--- src/verilog/swds_pkg.sv ---
// Constants and state types of the scan watchdog supervisor
package swds_pkg;
	// Clock and time base
	localparam int CLK_FREQ_HZ = 250_000_000;
	localparam int TICK_TIME_US = 1000;
	localparam int TICK_CYCLES_DEF = TICK_TIME_US * (CLK_FREQ_HZ / 1_000_000);
	localparam int TICK_W = 18;
	// Brief supply dip limit, counted in 1 ms ticks
	localparam int DIP_LIMIT_MS = 20;
	localparam logic [4:0] DIP_LIMIT_TICKS = 5'(DIP_LIMIT_MS * 1000 / TICK_TIME_US);
	// Watchdog preset range and reset value, in ms
	localparam logic [12:0] SUPV_MIN_MS = 13'h0001;
	localparam logic [12:0] SUPV_MAX_MS = 13'h1388;
	localparam logic [12:0] SUPV_PRESET_RST = 13'h00c8;
	// Time driven task interval range and reset value, in ms; scan minimum reset value
	localparam logic [31:0] TASK_IVL_MIN_MS = 32'h0000_0001;
	localparam logic [31:0] TASK_IVL_MAX_MS = 32'hffff_fffa;
	localparam logic [31:0] TASK_IVL_RST = 32'h0000_03e8;
	localparam logic [15:0] SCAN_MIN_RST = 16'hffff;
	// Register byte offsets
	localparam logic [7:0] OFS_CTRL = 8'h00;
	localparam logic [7:0] OFS_SUPV_PRESET = 8'h04;
	localparam logic [7:0] OFS_TASK_IVL = 8'h08;
	localparam logic [7:0] OFS_STATUS = 8'h0c;
	localparam logic [7:0] OFS_SCAN_MAX = 8'h10;
	localparam logic [7:0] OFS_SCAN_MIN = 8'h14;
	localparam logic [7:0] OFS_SCAN_LATEST = 8'h18;
	localparam logic [7:0] OFS_IRQ_STATUS = 8'h1c;
	localparam logic [7:0] OFS_IRQ_CLEAR = 8'h20;
	localparam logic [7:0] OFS_IRQ_ENABLE = 8'h24;
	localparam logic [7:0] OFS_SUPV_ELAPSED = 8'h28;
	// Control bits
	localparam int CTRL_TASK_EN = 0;
	localparam int CTRL_STATS_CLR = 1;
	// Status bits
	localparam int ST_TRIP = 0;
	localparam int ST_SUSPEND = 1;
	localparam int ST_LONG_FAIL = 2;
	localparam int ST_RUN = 3;
	// Event bits
	localparam int EV_TRIP = 0;
	localparam int EV_DIP = 1;
	localparam int EV_LONG_FAIL = 2;
	localparam int EV_TASK = 3;
	localparam int EV_W = 4;
	localparam logic [1:0] RESP_OKAY = 2'h0;
	localparam logic [1:0] RESP_SLVERR = 2'h2;

	typedef struct packed {
		logic ff1;
		logic ff2;
		logic ff3;
		logic level;
	} swds_sync_st_t;

	typedef struct packed {
		logic [TICK_W-1:0] cnt;
		logic tick;
	} swds_tick_st_t;

	typedef struct packed {
		logic awv;
		logic [7:0] awa;
		logic wv;
		logic [31:0] wd;
		logic [3:0] ws;
		logic bvalid;
		logic [1:0] bresp;
		logic rvalid;
		logic [31:0] rdata;
		logic [1:0] rresp;
		logic task_en;
		logic [12:0] supv_preset;
		logic [31:0] task_ivl;
		logic [12:0] supv_elapsed;
		logic trip;
		logic [15:0] scan_cnt;
		logic [15:0] scan_max;
		logic [15:0] scan_min;
		logic [15:0] scan_latest;
		logic scan_started;
		logic suspended;
		logic [4:0] dip_cnt;
		logic long_fail;
		logic switch_prev;
		logic [31:0] task_cnt;
		logic task_fire;
		logic [EV_W-1:0] irq_stat;
		logic [EV_W-1:0] irq_en;
	} swds_top_st_t;
endpackage

--- src/verilog/swds_ms_tick.sv ---
// One cycle pulse every millisecond
`timescale 1ns/100ps
module swds_ms_tick
	import swds_pkg::*;
#(
	parameter int TICK_CYCLES = TICK_CYCLES_DEF
) (
	// Clock and reset
	input wire logic aclk,
	input wire logic aresetn,
	// Tick out
	output logic tick
);
	localparam logic [TICK_W-1:0] LAST = TICK_W'(TICK_CYCLES - 1);
	swds_tick_st_t st_r;
	swds_tick_st_t st_nxt;

	always_comb begin
		st_nxt = st_r;
		st_nxt.tick = (st_r.cnt == LAST);
		st_nxt.cnt = (st_r.cnt == LAST) ? '0 : st_r.cnt + 1'b1;
	end

	always_ff @(posedge aclk) begin
		if (!aresetn) begin
			st_r <= '0;
		end else begin
			st_r <= st_nxt;
		end
	end

	assign tick = st_r.tick;
endmodule

--- src/verilog/swds_sync.sv ---
// Three stage pin synchroniser with agreement filter
`timescale 1ns/100ps
module swds_sync
	import swds_pkg::*;
(
	// Clock and reset
	input wire logic aclk,
	input wire logic aresetn,
	// Pin and clean level
	input wire logic pin,
	output logic level
);
	swds_sync_st_t st_r;
	swds_sync_st_t st_nxt;

	always_comb begin
		st_nxt = st_r;
		st_nxt.ff1 = pin;
		st_nxt.ff2 = st_r.ff1;
		st_nxt.ff3 = st_r.ff2;
		// A change counts only once stages two and three agree
		if (st_r.ff2 == st_r.ff3) begin
			st_nxt.level = st_r.ff3;
		end
	end

	always_ff @(posedge aclk) begin
		if (!aresetn) begin
			st_r <= '0;
		end else begin
			st_r <= st_nxt;
		end
	end

	assign level = st_r.level;
endmodule

--- src/verilog/swds_top.sv ---
// Scan watchdog supervisor with scan timing, supply dip hold and timed task trigger
`timescale 1ns/100ps
// Summary of operation
// - Watchdog elapsed beyond preset halts the program and forces all outputs off.
// - The watchdog clear call sets the elapsed watchdog time back to zero.
// - A watchdog trip clears only by manual switch, restart or STOP mode.
// - A supply dip up to 20 ms suspends processing, outputs held as they are.
// - When supply returns within that time, processing resumes without restart.
// - Watchdog and timed task timing keep running during the dip suspension.
// - One scan runs from one step 0 start to the next step 0 start.
// - Largest, smallest and latest scan times are kept readable in 1 ms units.
// - Timed tasks start at a programmable interval of 1 ms to 4294967290 ms.
// - Watchdog preset is set in 1 ms steps from 1 ms to 5000 ms.
module swds_top
	import swds_pkg::*;
#(
	parameter int TICK_CYCLES = TICK_CYCLES_DEF
) (
	// Clock and reset
	input wire logic aclk,
	input wire logic aresetn,
	// AXI4-Lite write address and data
	input wire logic [7:0] s_axi_awaddr,
	input wire logic s_axi_awvalid,
	output logic s_axi_awready,
	input wire logic [31:0] s_axi_wdata,
	input wire logic [3:0] s_axi_wstrb,
	input wire logic s_axi_wvalid,
	output logic s_axi_wready,
	// AXI4-Lite write response
	output logic [1:0] s_axi_bresp,
	output logic s_axi_bvalid,
	input wire logic s_axi_bready,
	// AXI4-Lite read
	input wire logic [7:0] s_axi_araddr,
	input wire logic s_axi_arvalid,
	output logic s_axi_arready,
	output logic [31:0] s_axi_rdata,
	output logic [1:0] s_axi_rresp,
	output logic s_axi_rvalid,
	input wire logic s_axi_rready,
	// Program sequencer, same clock
	input wire logic scan_start,
	input wire logic watchdog_clear_call,
	input wire logic mode_stop,
	// Pins
	input wire logic manual_reset_switch,
	input wire logic supply_dip,
	// Supervision outputs
	output logic program_run,
	output logic outputs_off,
	output logic outputs_hold,
	output logic task_start,
	output logic irq
);
	swds_top_st_t st_r;
	swds_top_st_t st_nxt;
	logic tick;
	logic switch_lvl;
	logic dip_lvl;

	swds_ms_tick #(
		.TICK_CYCLES(TICK_CYCLES)
	) u_tick (
		.aclk(aclk),
		.aresetn(aresetn),
		.tick(tick)
	);

	swds_sync u_sync_switch (
		.aclk(aclk),
		.aresetn(aresetn),
		.pin(manual_reset_switch),
		.level(switch_lvl)
	);

	swds_sync u_sync_dip (
		.aclk(aclk),
		.aresetn(aresetn),
		.pin(supply_dip),
		.level(dip_lvl)
	);

	function automatic logic [31:0] apply_strb(input logic [31:0] old, input logic [31:0] wd,
		input logic [3:0] ws);
		logic [31:0] res;
		res = old;
		for (int i = 0; i < 4; i++) begin
			if (ws[i]) begin
				res[i*8 +: 8] = wd[i*8 +: 8];
			end
		end
		return res;
	endfunction

	always_comb begin
		logic [EV_W-1:0] ev;
		logic [EV_W-1:0] clr;
		logic [31:0] wv;
		logic [12:0] supv_inc;
		logic [31:0] task_inc;
		logic wdo;
		logic stats_clr;
		logic switch_rise;
		ev = '0;
		clr = '0;
		wv = '0;
		supv_inc = '0;
		task_inc = '0;
		wdo = 1'b0;
		stats_clr = 1'b0;
		st_nxt = st_r;
		switch_rise = switch_lvl & ~st_r.switch_prev;
		st_nxt.switch_prev = switch_lvl;

		// Bus channel capture
		if (s_axi_awvalid && !st_r.awv) begin
			st_nxt.awv = 1'b1;
			st_nxt.awa = s_axi_awaddr;
		end
		if (s_axi_wvalid && !st_r.wv) begin
			st_nxt.wv = 1'b1;
			st_nxt.wd = s_axi_wdata;
			st_nxt.ws = s_axi_wstrb;
		end
		if (st_r.bvalid && s_axi_bready) begin
			st_nxt.bvalid = 1'b0;
		end

		// Register write once address and data are both held
		wdo = st_r.awv && st_r.wv && !st_r.bvalid;
		if (wdo) begin
			st_nxt.awv = 1'b0;
			st_nxt.wv = 1'b0;
			st_nxt.bvalid = 1'b1;
			st_nxt.bresp = RESP_OKAY;
			case ({st_r.awa[7:2], 2'b00})
				OFS_CTRL: begin
					wv = apply_strb({30'h0, 1'b0, st_r.task_en}, st_r.wd, st_r.ws);
					st_nxt.task_en = wv[CTRL_TASK_EN];
					stats_clr = wv[CTRL_STATS_CLR];
				end
				OFS_SUPV_PRESET: begin
					wv = apply_strb({19'h0, st_r.supv_preset}, st_r.wd, st_r.ws);
					if (wv < 32'(SUPV_MIN_MS)) begin
						st_nxt.supv_preset = SUPV_MIN_MS;
					end else if (wv > 32'(SUPV_MAX_MS)) begin
						st_nxt.supv_preset = SUPV_MAX_MS;
					end else begin
						st_nxt.supv_preset = wv[12:0];
					end
				end
				OFS_TASK_IVL: begin
					wv = apply_strb(st_r.task_ivl, st_r.wd, st_r.ws);
					if (wv < TASK_IVL_MIN_MS) begin
						st_nxt.task_ivl = TASK_IVL_MIN_MS;
					end else if (wv > TASK_IVL_MAX_MS) begin
						st_nxt.task_ivl = TASK_IVL_MAX_MS;
					end else begin
						st_nxt.task_ivl = wv;
					end
				end
				OFS_IRQ_CLEAR: begin
					wv = apply_strb(32'h0, st_r.wd, st_r.ws);
					clr = wv[EV_W-1:0];
				end
				OFS_IRQ_ENABLE: begin
					wv = apply_strb({28'h0, st_r.irq_en}, st_r.wd, st_r.ws);
					st_nxt.irq_en = wv[EV_W-1:0];
				end
				default: begin
					// Read only or unmapped offsets
					st_nxt.bresp = RESP_SLVERR;
				end
			endcase
		end

		// Register read
		if (st_r.rvalid && s_axi_rready) begin
			st_nxt.rvalid = 1'b0;
		end
		if (s_axi_arvalid && !st_r.rvalid) begin
			st_nxt.rvalid = 1'b1;
			st_nxt.rresp = RESP_OKAY;
			// Unused bits read as zero
			case ({s_axi_araddr[7:2], 2'b00})
				OFS_CTRL: begin
					st_nxt.rdata = {31'h0, st_r.task_en};
				end
				OFS_SUPV_PRESET: begin
					st_nxt.rdata = {19'h0, st_r.supv_preset};
				end
				OFS_TASK_IVL: begin
					st_nxt.rdata = st_r.task_ivl;
				end
				OFS_STATUS: begin
					st_nxt.rdata = {28'h0, program_run, st_r.long_fail,
						st_r.suspended, st_r.trip};
				end
				OFS_SCAN_MAX: begin
					st_nxt.rdata = {16'h0, st_r.scan_max};
				end
				OFS_SCAN_MIN: begin
					st_nxt.rdata = {16'h0, st_r.scan_min};
				end
				OFS_SCAN_LATEST: begin
					st_nxt.rdata = {16'h0, st_r.scan_latest};
				end
				OFS_IRQ_STATUS: begin
					st_nxt.rdata = {28'h0, st_r.irq_stat};
				end
				OFS_IRQ_CLEAR: begin
					st_nxt.rdata = 32'h0;
				end
				OFS_IRQ_ENABLE: begin
					st_nxt.rdata = {28'h0, st_r.irq_en};
				end
				OFS_SUPV_ELAPSED: begin
					st_nxt.rdata = {19'h0, st_r.supv_elapsed};
				end
				default: begin
					st_nxt.rdata = 32'h0;
					st_nxt.rresp = RESP_SLVERR;
				end
			endcase
		end

		// Watchdog: counts on ticks also while suspended by a dip
		if (st_r.supv_elapsed == 13'h1fff) begin
			supv_inc = st_r.supv_elapsed;
		end else begin
			supv_inc = st_r.supv_elapsed + 1'b1;
		end
		// Clear and scan start win over a tick in the same cycle
		if (mode_stop || st_r.trip || st_r.long_fail || scan_start) begin
			st_nxt.supv_elapsed = '0;
		end else if (watchdog_clear_call) begin
			st_nxt.supv_elapsed = '0;
		end else if (tick) begin
			st_nxt.supv_elapsed = supv_inc;
			if (supv_inc > st_r.supv_preset) begin
				ev[EV_TRIP] = 1'b1;
			end
		end

		// Trip clears on switch press or STOP mode; a new trip wins
		if (ev[EV_TRIP]) begin
			st_nxt.trip = 1'b1;
		end else if (switch_rise || mode_stop) begin
			st_nxt.trip = 1'b0;
		end

		// Scan time measurement, saturating at the field width
		if (scan_start) begin
			st_nxt.scan_cnt = '0;
			st_nxt.scan_started = 1'b1;
			if (st_r.scan_started) begin
				st_nxt.scan_latest = st_r.scan_cnt;
				if (st_r.scan_cnt > st_r.scan_max) begin
					st_nxt.scan_max = st_r.scan_cnt;
				end
				if (st_r.scan_cnt < st_r.scan_min) begin
					st_nxt.scan_min = st_r.scan_cnt;
				end
			end
		end else if (tick && st_r.scan_cnt != 16'hffff) begin
			st_nxt.scan_cnt = st_r.scan_cnt + 1'b1;
		end
		// Statistics clear from a control write
		if (stats_clr) begin
			st_nxt.scan_max = '0;
			st_nxt.scan_min = SCAN_MIN_RST;
			st_nxt.scan_latest = '0;
		end

		// Supply dip: hold up to the limit, then a lasting failure
		// One tick past the limit latches the lasting failure
		if (dip_lvl && !st_r.long_fail) begin
			if (!st_r.suspended) begin
				ev[EV_DIP] = 1'b1;
			end
			st_nxt.suspended = 1'b1;
			if (tick) begin
				if (st_r.dip_cnt >= DIP_LIMIT_TICKS) begin
					st_nxt.long_fail = 1'b1;
					st_nxt.suspended = 1'b0;
					ev[EV_LONG_FAIL] = 1'b1;
				end else begin
					st_nxt.dip_cnt = st_r.dip_cnt + 1'b1;
				end
			end
		end else begin
			st_nxt.suspended = 1'b0;
			st_nxt.dip_cnt = '0;
		end

		// Timed task interval, unaffected by dip suspension
		task_inc = st_r.task_cnt + 1'b1;
		st_nxt.task_fire = 1'b0;
		if (!st_r.task_en) begin
			st_nxt.task_cnt = '0;
		end else if (tick) begin
			if (task_inc >= st_r.task_ivl) begin
				st_nxt.task_cnt = '0;
				st_nxt.task_fire = 1'b1;
				ev[EV_TASK] = 1'b1;
			end else begin
				st_nxt.task_cnt = task_inc;
			end
		end

		// Sticky events; a new event wins over its clear
		st_nxt.irq_stat = (st_r.irq_stat & ~clr) | ev;
	end

	always_ff @(posedge aclk) begin
		if (!aresetn) begin
			st_r <= '0;
			st_r.supv_preset <= SUPV_PRESET_RST;
			st_r.task_ivl <= TASK_IVL_RST;
			st_r.scan_min <= SCAN_MIN_RST;
		end else begin
			st_r <= st_nxt;
		end
	end

	// Bus handshakes
	assign s_axi_awready = ~st_r.awv;
	assign s_axi_wready = ~st_r.wv;
	assign s_axi_bvalid = st_r.bvalid;
	assign s_axi_bresp = st_r.bresp;
	assign s_axi_arready = ~st_r.rvalid;
	assign s_axi_rvalid = st_r.rvalid;
	assign s_axi_rdata = st_r.rdata;
	assign s_axi_rresp = st_r.rresp;

	// Supervision outputs
	assign program_run = ~st_r.trip & ~st_r.suspended & ~st_r.long_fail & ~mode_stop;
	assign outputs_off = st_r.trip | st_r.long_fail;
	assign outputs_hold = st_r.suspended;
	assign task_start = st_r.task_fire;
	assign irq = |(st_r.irq_stat & st_r.irq_en);
endmodule
--- config.mk ---
export PLATFORM = sky130hd
export DESIGN_NAME = swds_top
export DESIGN_NICKNAME = d
export VERILOG_FILES = /design/src/verilog/swds_pkg.sv /design/src/verilog/swds_ms_tick.sv /design/src/verilog/swds_sync.sv /design/src/verilog/swds_top.sv
export SDC_FILE = /design/constraint.sdc
export NUM_CORES = 1
export LEC_CHECK = 0
export BUFFER_PORTS_ARGS = -buffer_cell sky130_fd_sc_hd__buf_2
export CORE_MARGIN = 1
export CORE_UTILIZATION = 61
export DETAILED_ROUTE_END_ITERATION = 10
export PLACE_DENSITY = 0.79
export SYNTH_ARGS = -nofsm -noshare
export SYNTH_HDL_FRONTEND = slang
export SYNTH_SLANG_ARGS = --single-unit
--- constraint.sdc ---
create_clock -name aclk -period 5.59 [get_ports aclk]
set_input_delay 0.559 -clock aclk [delete_from_list [all_inputs] [get_ports aclk]]
set_output_delay 0.559 -clock aclk [all_outputs]
set_load 0.02 [all_outputs]
Word level (Yosys, flattened, before mapping)
Index checks and enable logic that the tools add are counted.
- register bits: 285
- latch bits: 0
- memory bits (writable): 0
- ROM bits: 0
- bits of input ports: 64
- output and inout bits: 46
- word-level logic and storage cells: 193
- memories: 0
- add/subtract/negate cells: 5
- multipliers: 0
- div/mod/pow operators: 0
- $lt $le $gt $ge: 9
- eq/ne operators: 19
- shifts and indexed selects: 0
- multiplexer cells: 60
- bitwise operators: 19
- reduce and logical (&&, ||, !) cells: 43
- operators by type and width (cell ; number):
    case mux 32 bit (10 select lines) ; 1
    2-to-1 mux 8 bit ; 24
    2-to-1 mux 32 bit ; 3
    less-than comparator 32 x 1 -> 1 bit (second input constant) ; 2
    2-to-1 mux 13 bit ; 3
    2-to-1 mux 35 bit ; 1
    adder 32 x 1 -> 32 bit (second input constant) ; 1
    >= comparator 32 bit ; 1
    greater-than comparator 32 x 13 -> 1 bit (second input constant) ; 1
    greater-than comparator 32 bit (second input constant) ; 1
    == test 6 x 4 -> 1 bit (second input constant) ; 5
    == test 6 x 3 -> 1 bit (second input constant) ; 4
    adder 18 x 1 -> 18 bit (second input constant) ; 1
    == test 18 bit (second input constant) ; 1
    == test 6 x 2 -> 1 bit (second input constant) ; 3
    2-to-1 mux 1 bit ; 18
    AND reduction 3 bit ; 6
    adder 16 x 1 -> 16 bit (second input constant) ; 1
    greater-than comparator 16 bit ; 1
    less-than comparator 16 bit ; 1
    != test 16 bit (second input constant) ; 1
    adder 13 x 1 -> 13 bit (second input constant) ; 1
    == test 13 bit (second input constant) ; 1
    greater-than comparator 13 bit ; 1
    other kinds (26) ; 72

Depth between registers and ports, before layout
- word-level depth: 8
- mapped depth: 17
- depth with buffers taken out: 15

By module
A second synthesis with hierarchy kept.
- cell total of the unflattened synthesis: 1826
- area total of the unflattened synthesis: 14903.0 um^2
- modules (own cells, without submodules) (module ; times used ; cells an instance ; area an instance (um^2) ; sequential area each (um^2)):
    swds_top ; 1 ; 1712 ; 13832.0 ; 5084.9
    swds_ms_tick ; 1 ; 94 ; 838.3 ; 380.4
    swds_sync ; 2 ; 10 ; 116.4 ; 80.1

Worst setup path after synthesis
Ideal clock, no wire load.
- path type: reg2reg
- from: reg st_r[9] in the netlist's numbering
- to: reg st_r[20] in the netlist's numbering
- library setup time: 0.062 ns
- arrival time: 3.816 ns
- required time: 5.528 ns
- setup slack: 1.712 ns
- cell stages (with the launch flop): 16
- buffers on the path: 1
- period minus slack after synthesis: 3.878 ns
- cell sequence: dfxtp_1 ha_1 nand3_1 nor4_2 nand3_1 nor2_1 xor2_1 ha_1 and2_0 a221o_1 a221oi_1 o221ai_1 or3_1 clkbuf_1 or3_1 nand3_1
- cells in the longest elaborated chain, start to end: 3
- ends and longest elaborated chain (what ; RTL line ; source):
    start, declared ; swds_top.sv:56 ; swds_top_st_t st_r;
    start signal, assigned ; swds_top.sv:323 ; st_r <= st_nxt;
    adder 32 x 1 -> 32 bit * ; swds_top.sv:298 ; task_inc = st_r.task_cnt + 1'b1;
    >= comparator 32 bit ; swds_top.sv:303 ; if (task_inc >= st_r.task_ivl) begin
    2-to-1 mux 32 bit * ; swds_top.sv:303 ;
Every way passes the cells marked *; elsewhere a longest branch is shown, timed or not.
A chain may end at the register's enable or synchronous reset.

Final worst setup path
- from: reg st_r[11] in the netlist's numbering
- to: reg st_r[11] in the netlist's numbering
The elaborated chain is that of the path after synthesis.

==> impl_metrics.xml <==
<?xml version="1.0" encoding="UTF-8"?>
<metrics>
  <group name="run_status">
    <metric name="run_status" unit="">finished clean</metric>
  </group>
  <group name="power">
    <metric name="pwr_density_cell" unit="mW/mm²">274</metric>
    <metric name="switching_power" unit="µW">1040</metric>
    <metric name="fin_total_pwr" unit="µW">4400</metric>
    <metric name="clock_power_share" unit="%">47.4</metric>
    <metric name="worst_ir_drop_vdd" unit="mV">0.214</metric>
    <metric name="power.share.combinational" unit="%">5.2</metric>
    <metric name="static_leak" unit="µW">0.00639</metric>
    <metric name="sw_frac_of_total" unit="%">23.7</metric>
    <metric name="seq_power_share" unit="%">47.3</metric>
    <metric name="internal-power" unit="µW">3360</metric>
  </group>
  <group name="placed_design">
    <metric name="placement.io_buffers" unit="">103</metric>
    <metric name="gpl.final_weighted_congestion" unit="">0.924</metric>
    <metric name="dp_hpwl" unit="µm">28400</metric>
    <metric name="preCtsSetupSlack" unit="ns">1.06</metric>
  </group>
  <group name="route">
    <metric name="detailroute.via_count" unit="">13300</metric>
    <metric name="drt_drc_violations_left" unit="">0</metric>
    <metric name="routedWlPerCell" unit="µm">18.4</metric>
    <metric name="viasPerCell" unit="">6.21</metric>
    <metric name="first_pass_iters" unit="">5</metric>
    <metric name="drt-initial-drc-count" unit="">1330</metric>
    <metric name="antenna_left" unit="">0</metric>
    <metric name="routed_wl" unit="µm">39300</metric>
  </group>
  <group name="die">
    <metric name="ioPinCount" unit="">110</metric>
    <metric name="rows" unit="">56</metric>
    <metric name="die_x" unit="µm">157</metric>
    <metric name="dieHeight" unit="µm">157</metric>
    <metric name="design.core.area" unit="mm²">0.0235</metric>
    <metric name="floorplan_die_area" unit="mm²">0.0245</metric>
    <metric name="floorplan.initialDensity" unit="%">62.2</metric>
  </group>
  <group name="synth">
    <metric name="cell_taking_the_most_area_after_synthesis" unit="">sky130_fd_sc_hd__dfxtp_1</metric>
    <metric name="synthesis.area" unit="mm²">0.0146</metric>
    <metric name="syn-mean-instance-area" unit="µm²">8.23</metric>
    <metric name="synth-edff-count" unit="">0</metric>
    <metric name="synth_area_leaders" unit="">sky130_fd_sc_hd__dfxtp_1 (39%), sky130_fd_sc_hd__ha_1 (7.0%), sky130_fd_sc_hd__nand2_1 (5.0%), sky130_fd_sc_hd__a21oi_1 (4.3%), sky130_fd_sc_hd__nor2_1 (3.9%)</metric>
    <metric name="yosysUniqueCellTypes" unit="">75</metric>
    <metric name="async_flop_share" unit="%">0</metric>
    <metric name="yosys.area.top_type_share" unit="%">38.5</metric>
    <metric name="synthesis.instances" unit="">1774</metric>
    <metric name="synth.yosys.seq_area_share" unit="%">38.5</metric>
    <metric name="synthFlopType" unit="">sky130_fd_sc_hd__dfxtp_1</metric>
    <metric name="synth.yosys.warnings" unit="">0</metric>
    <metric name="ys_ff_latch" unit="">281</metric>
  </group>
  <group name="worst_setup_path">
    <metric name="timing.critical_path.arrival" unit="ns">5.05</metric>
    <metric name="cp.required" unit="ns">6.08</metric>
    <metric name="cp_slowest_stage_delay" unit="ns">0.56</metric>
    <metric name="critical_path.endpoint_type" unit="">flip-flop</metric>
    <metric name="critical-path-top-cell-by-count" unit="">sky130_fd_sc_hd__nand2_1</metric>
    <metric name="timing.critical_path.fanout_max" unit="">18</metric>
    <metric name="setup.worst_path.start_class" unit="">flip-flop</metric>
    <metric name="cpMaxStageDelayCell" unit="">sky130_fd_sc_hd__nor3_2</metric>
    <metric name="path_cells" unit="">and3_1, and3_1, nand3_1, nor3_1, nand2_1, nand2_1, nand2_1, ha_1, and2_0, a221o_1, a221oi_1, o221ai_1, nor3_2, buf_4, nand2_1, o21ai_0</metric>
    <metric name="timing_worst_setup_path_type" unit="">reg -&gt; reg</metric>
  </group>
  <group name="clock_tree">
    <metric name="cts_resized" unit="">0</metric>
    <metric name="clock_sink_count" unit="">281</metric>
    <metric name="cts_setup_buffers" unit="">0</metric>
    <metric name="tritoncts_clock_tree" unit="">done</metric>
    <metric name="cts_hold_buffers" unit="">0</metric>
    <metric name="cts_htree_levels" unit="">1</metric>
    <metric name="clk_path_buf_depth" unit="">3</metric>
    <metric name="clk_pin_slew" unit="ns">0.06</metric>
    <metric name="cts-buffers-inserted" unit="">31</metric>
    <metric name="clockRootBuffer" unit="">sky130_fd_sc_hd__clkbuf_16</metric>
    <metric name="clock_insertion_delay_worst_skew" unit="ns">0.56</metric>
  </group>
  <group name="timing">
    <metric name="setup_viol" unit="">0</metric>
    <metric name="timing_max_transition_violations_final" unit="">0</metric>
    <metric name="final_critical_path_setup_slack" unit="ns">1.03</metric>
    <metric name="layout_worst_path_cycle_share" unit="%">81.6</metric>
    <metric name="max_freq" unit="GHz">0.219</metric>
    <metric name="timing_worst_slew_pin_value" unit="ns">1.20</metric>
    <metric name="hold_viol_final" unit="">0</metric>
    <metric name="post-route-min-period" unit="ns">4.56</metric>
    <metric name="setup_tns" unit="ns">0</metric>
    <metric name="grt_setup_unrepaired" unit="">no</metric>
    <metric name="worst_slew_margin_rel" unit="%">19.7</metric>
    <metric name="finClkSkew" unit="ns">0.0155</metric>
  </group>
  <group name="global_routing">
    <metric name="global_route.usage.total" unit="%">31.9</metric>
    <metric name="antenna_found_initial" unit="">0</metric>
    <metric name="grt_pass1_vias" unit="">12500</metric>
    <metric name="grt_first_pass_wirelength" unit="µm">62800</metric>
    <metric name="grt_overflow_total" unit="">0</metric>
    <metric name="grt_max_degree" unit="">54</metric>
  </group>
  <group name="cells_and_area">
    <metric name="finish.utilization" unit="%">68.4</metric>
    <metric name="synthToLayoutAreaGrowth" unit="%">10.1</metric>
    <metric name="post_route_cells_drive_above_1_share" unit="%">10.6</metric>
    <metric name="finish.net_count" unit="">1941</metric>
    <metric name="n_antenna_cell" unit="">0</metric>
    <metric name="mostFrequentLayoutCell" unit="">sky130_fd_sc_hd__dfxtp_1</metric>
    <metric name="highest_count_cells_in_the_layout_ignoring_fill_and_taps" unit="">sky130_fd_sc_hd__dfxtp_1 (281), sky130_fd_sc_hd__nand2_1 (196), sky130_fd_sc_hd__nor2_1 (151), sky130_fd_sc_hd__a21oi_1 (126), sky130_fd_sc_hd__buf_2 (103)</metric>
  </group>
  <group name="job">
    <metric name="max_cap_violations" unit="">0</metric>
  </group>
  <group name="hold_path">
    <metric name="min-delay-path-class" unit="">in -&gt; reg</metric>
  </group>
</metrics>
## metrics by stage
stage	cells	instance area [µm²]	hold WS, ns
after detailed placement	2081	15000	0.430
after floorplan	1775	14600	0.412
after global routing	2138	16100	0.189
final	2138	16100	0.179
after global placement	2081	15000	0.418
after CTS	2138	16100	0.171
## critical path: cells and delay by family (launching register included)
| kind | cells | cell delay [ns] |
|---|---|---|
| AO/OA/AOI/OAI | 4 | 1.03 |
| AND/OR/NAND/NOR | 10 | 2.38 |
| buffers and inverters | 1 | 0.36 |
| flip-flops | 1 | 0.42 |
| adder cells (fa/ha/maj) | 1 | 0.28 |
## power by group through the flow
stage,logic (µW),clock network (µW),registers (µW)
6_report,230,2090,2080
5_1_grt,253,2190,2090
4_1_cts,228,2100,2080
3_5_place_dp,227,0,2130
3_3_place_gp,220,0,2120
2_1_floorplan,164,0,2110
## cells in the mapped netlist, drive strengths merged, types with 13 or more instances
library cell / number
dfxtp: 281
nand2: 196
nor2: 153
a21oi: 127
inv: 99
nand3: 90
clkbuf: 89
ha: 82
a22oi: 72
o21ai: 60
buf: 46
nand4: 44
a22o: 43
xnor2: 40
xor2: 34
nor4: 25
mux2i: 24
nor3: 23
a31oi: 22
and2: 19
or3: 19
nand2b: 18
a211o: 15
a21o: 15
and3: 13
## state kept, by name, summed over array words and instances (netlist names), 2 cells and up
| signal | cells |
|---|---|
| st_r | 216 |
| s_axi_rdata | 32 |
| u_tick.st_r | 18 |
| u_sync_dip.st_nxt | 2 |
| u_sync_switch.st_nxt | 2 |
## kinds of logic after synthesis
family / synth area share [%]
xor+xnor: 4.44
flops: 38.5
mux: 1.80
fa+ha+maj: 7.03
other cells: 0.0257
compound gates: 19.7
simple gates: 21.5
buf+inv: 7.02
## layer usage
metal  vias to the layer above  global-route usage [%]  share of wire (%)  routed length (µm)
met2                       515                    55.4                 48               18700
met3                       100                    3.24                6.2                2420
li1                       6354                       -                  -                   -
met5                         -                       0                  0                   0
met4                         0                    13.2                4.2                1630
met1                      6304                    40.4                 42               16500
## area by class of cell
class	instances	area, µm²
inverter	99	373
clock inverter	18	206
fill	1934	7410
clock buffer	39	836
tap	319	399
multi-input combinational	1260	7960
sequential	281	5630
timing repair buffer	122	658
## final timing paths
| path | from | end | slack (ns) | cells after the start |
|---|---|---|---|---|
| setup / recovery | st_r[11] | st_r[11] | 1.03 | 16 |
| hold / removal | s_axi_rready | s_axi_rvalid | 0.18 | 2 |
| setup reg to reg | st_r[11] | st_r[11] | 1.03 | 16 |
| hold reg to reg | u_sync_switch.st_nxt[2] | u_sync_switch.st_nxt[1] | 0.44 | 1 |
Note: power is estimated with default switching activity, not from simulation.
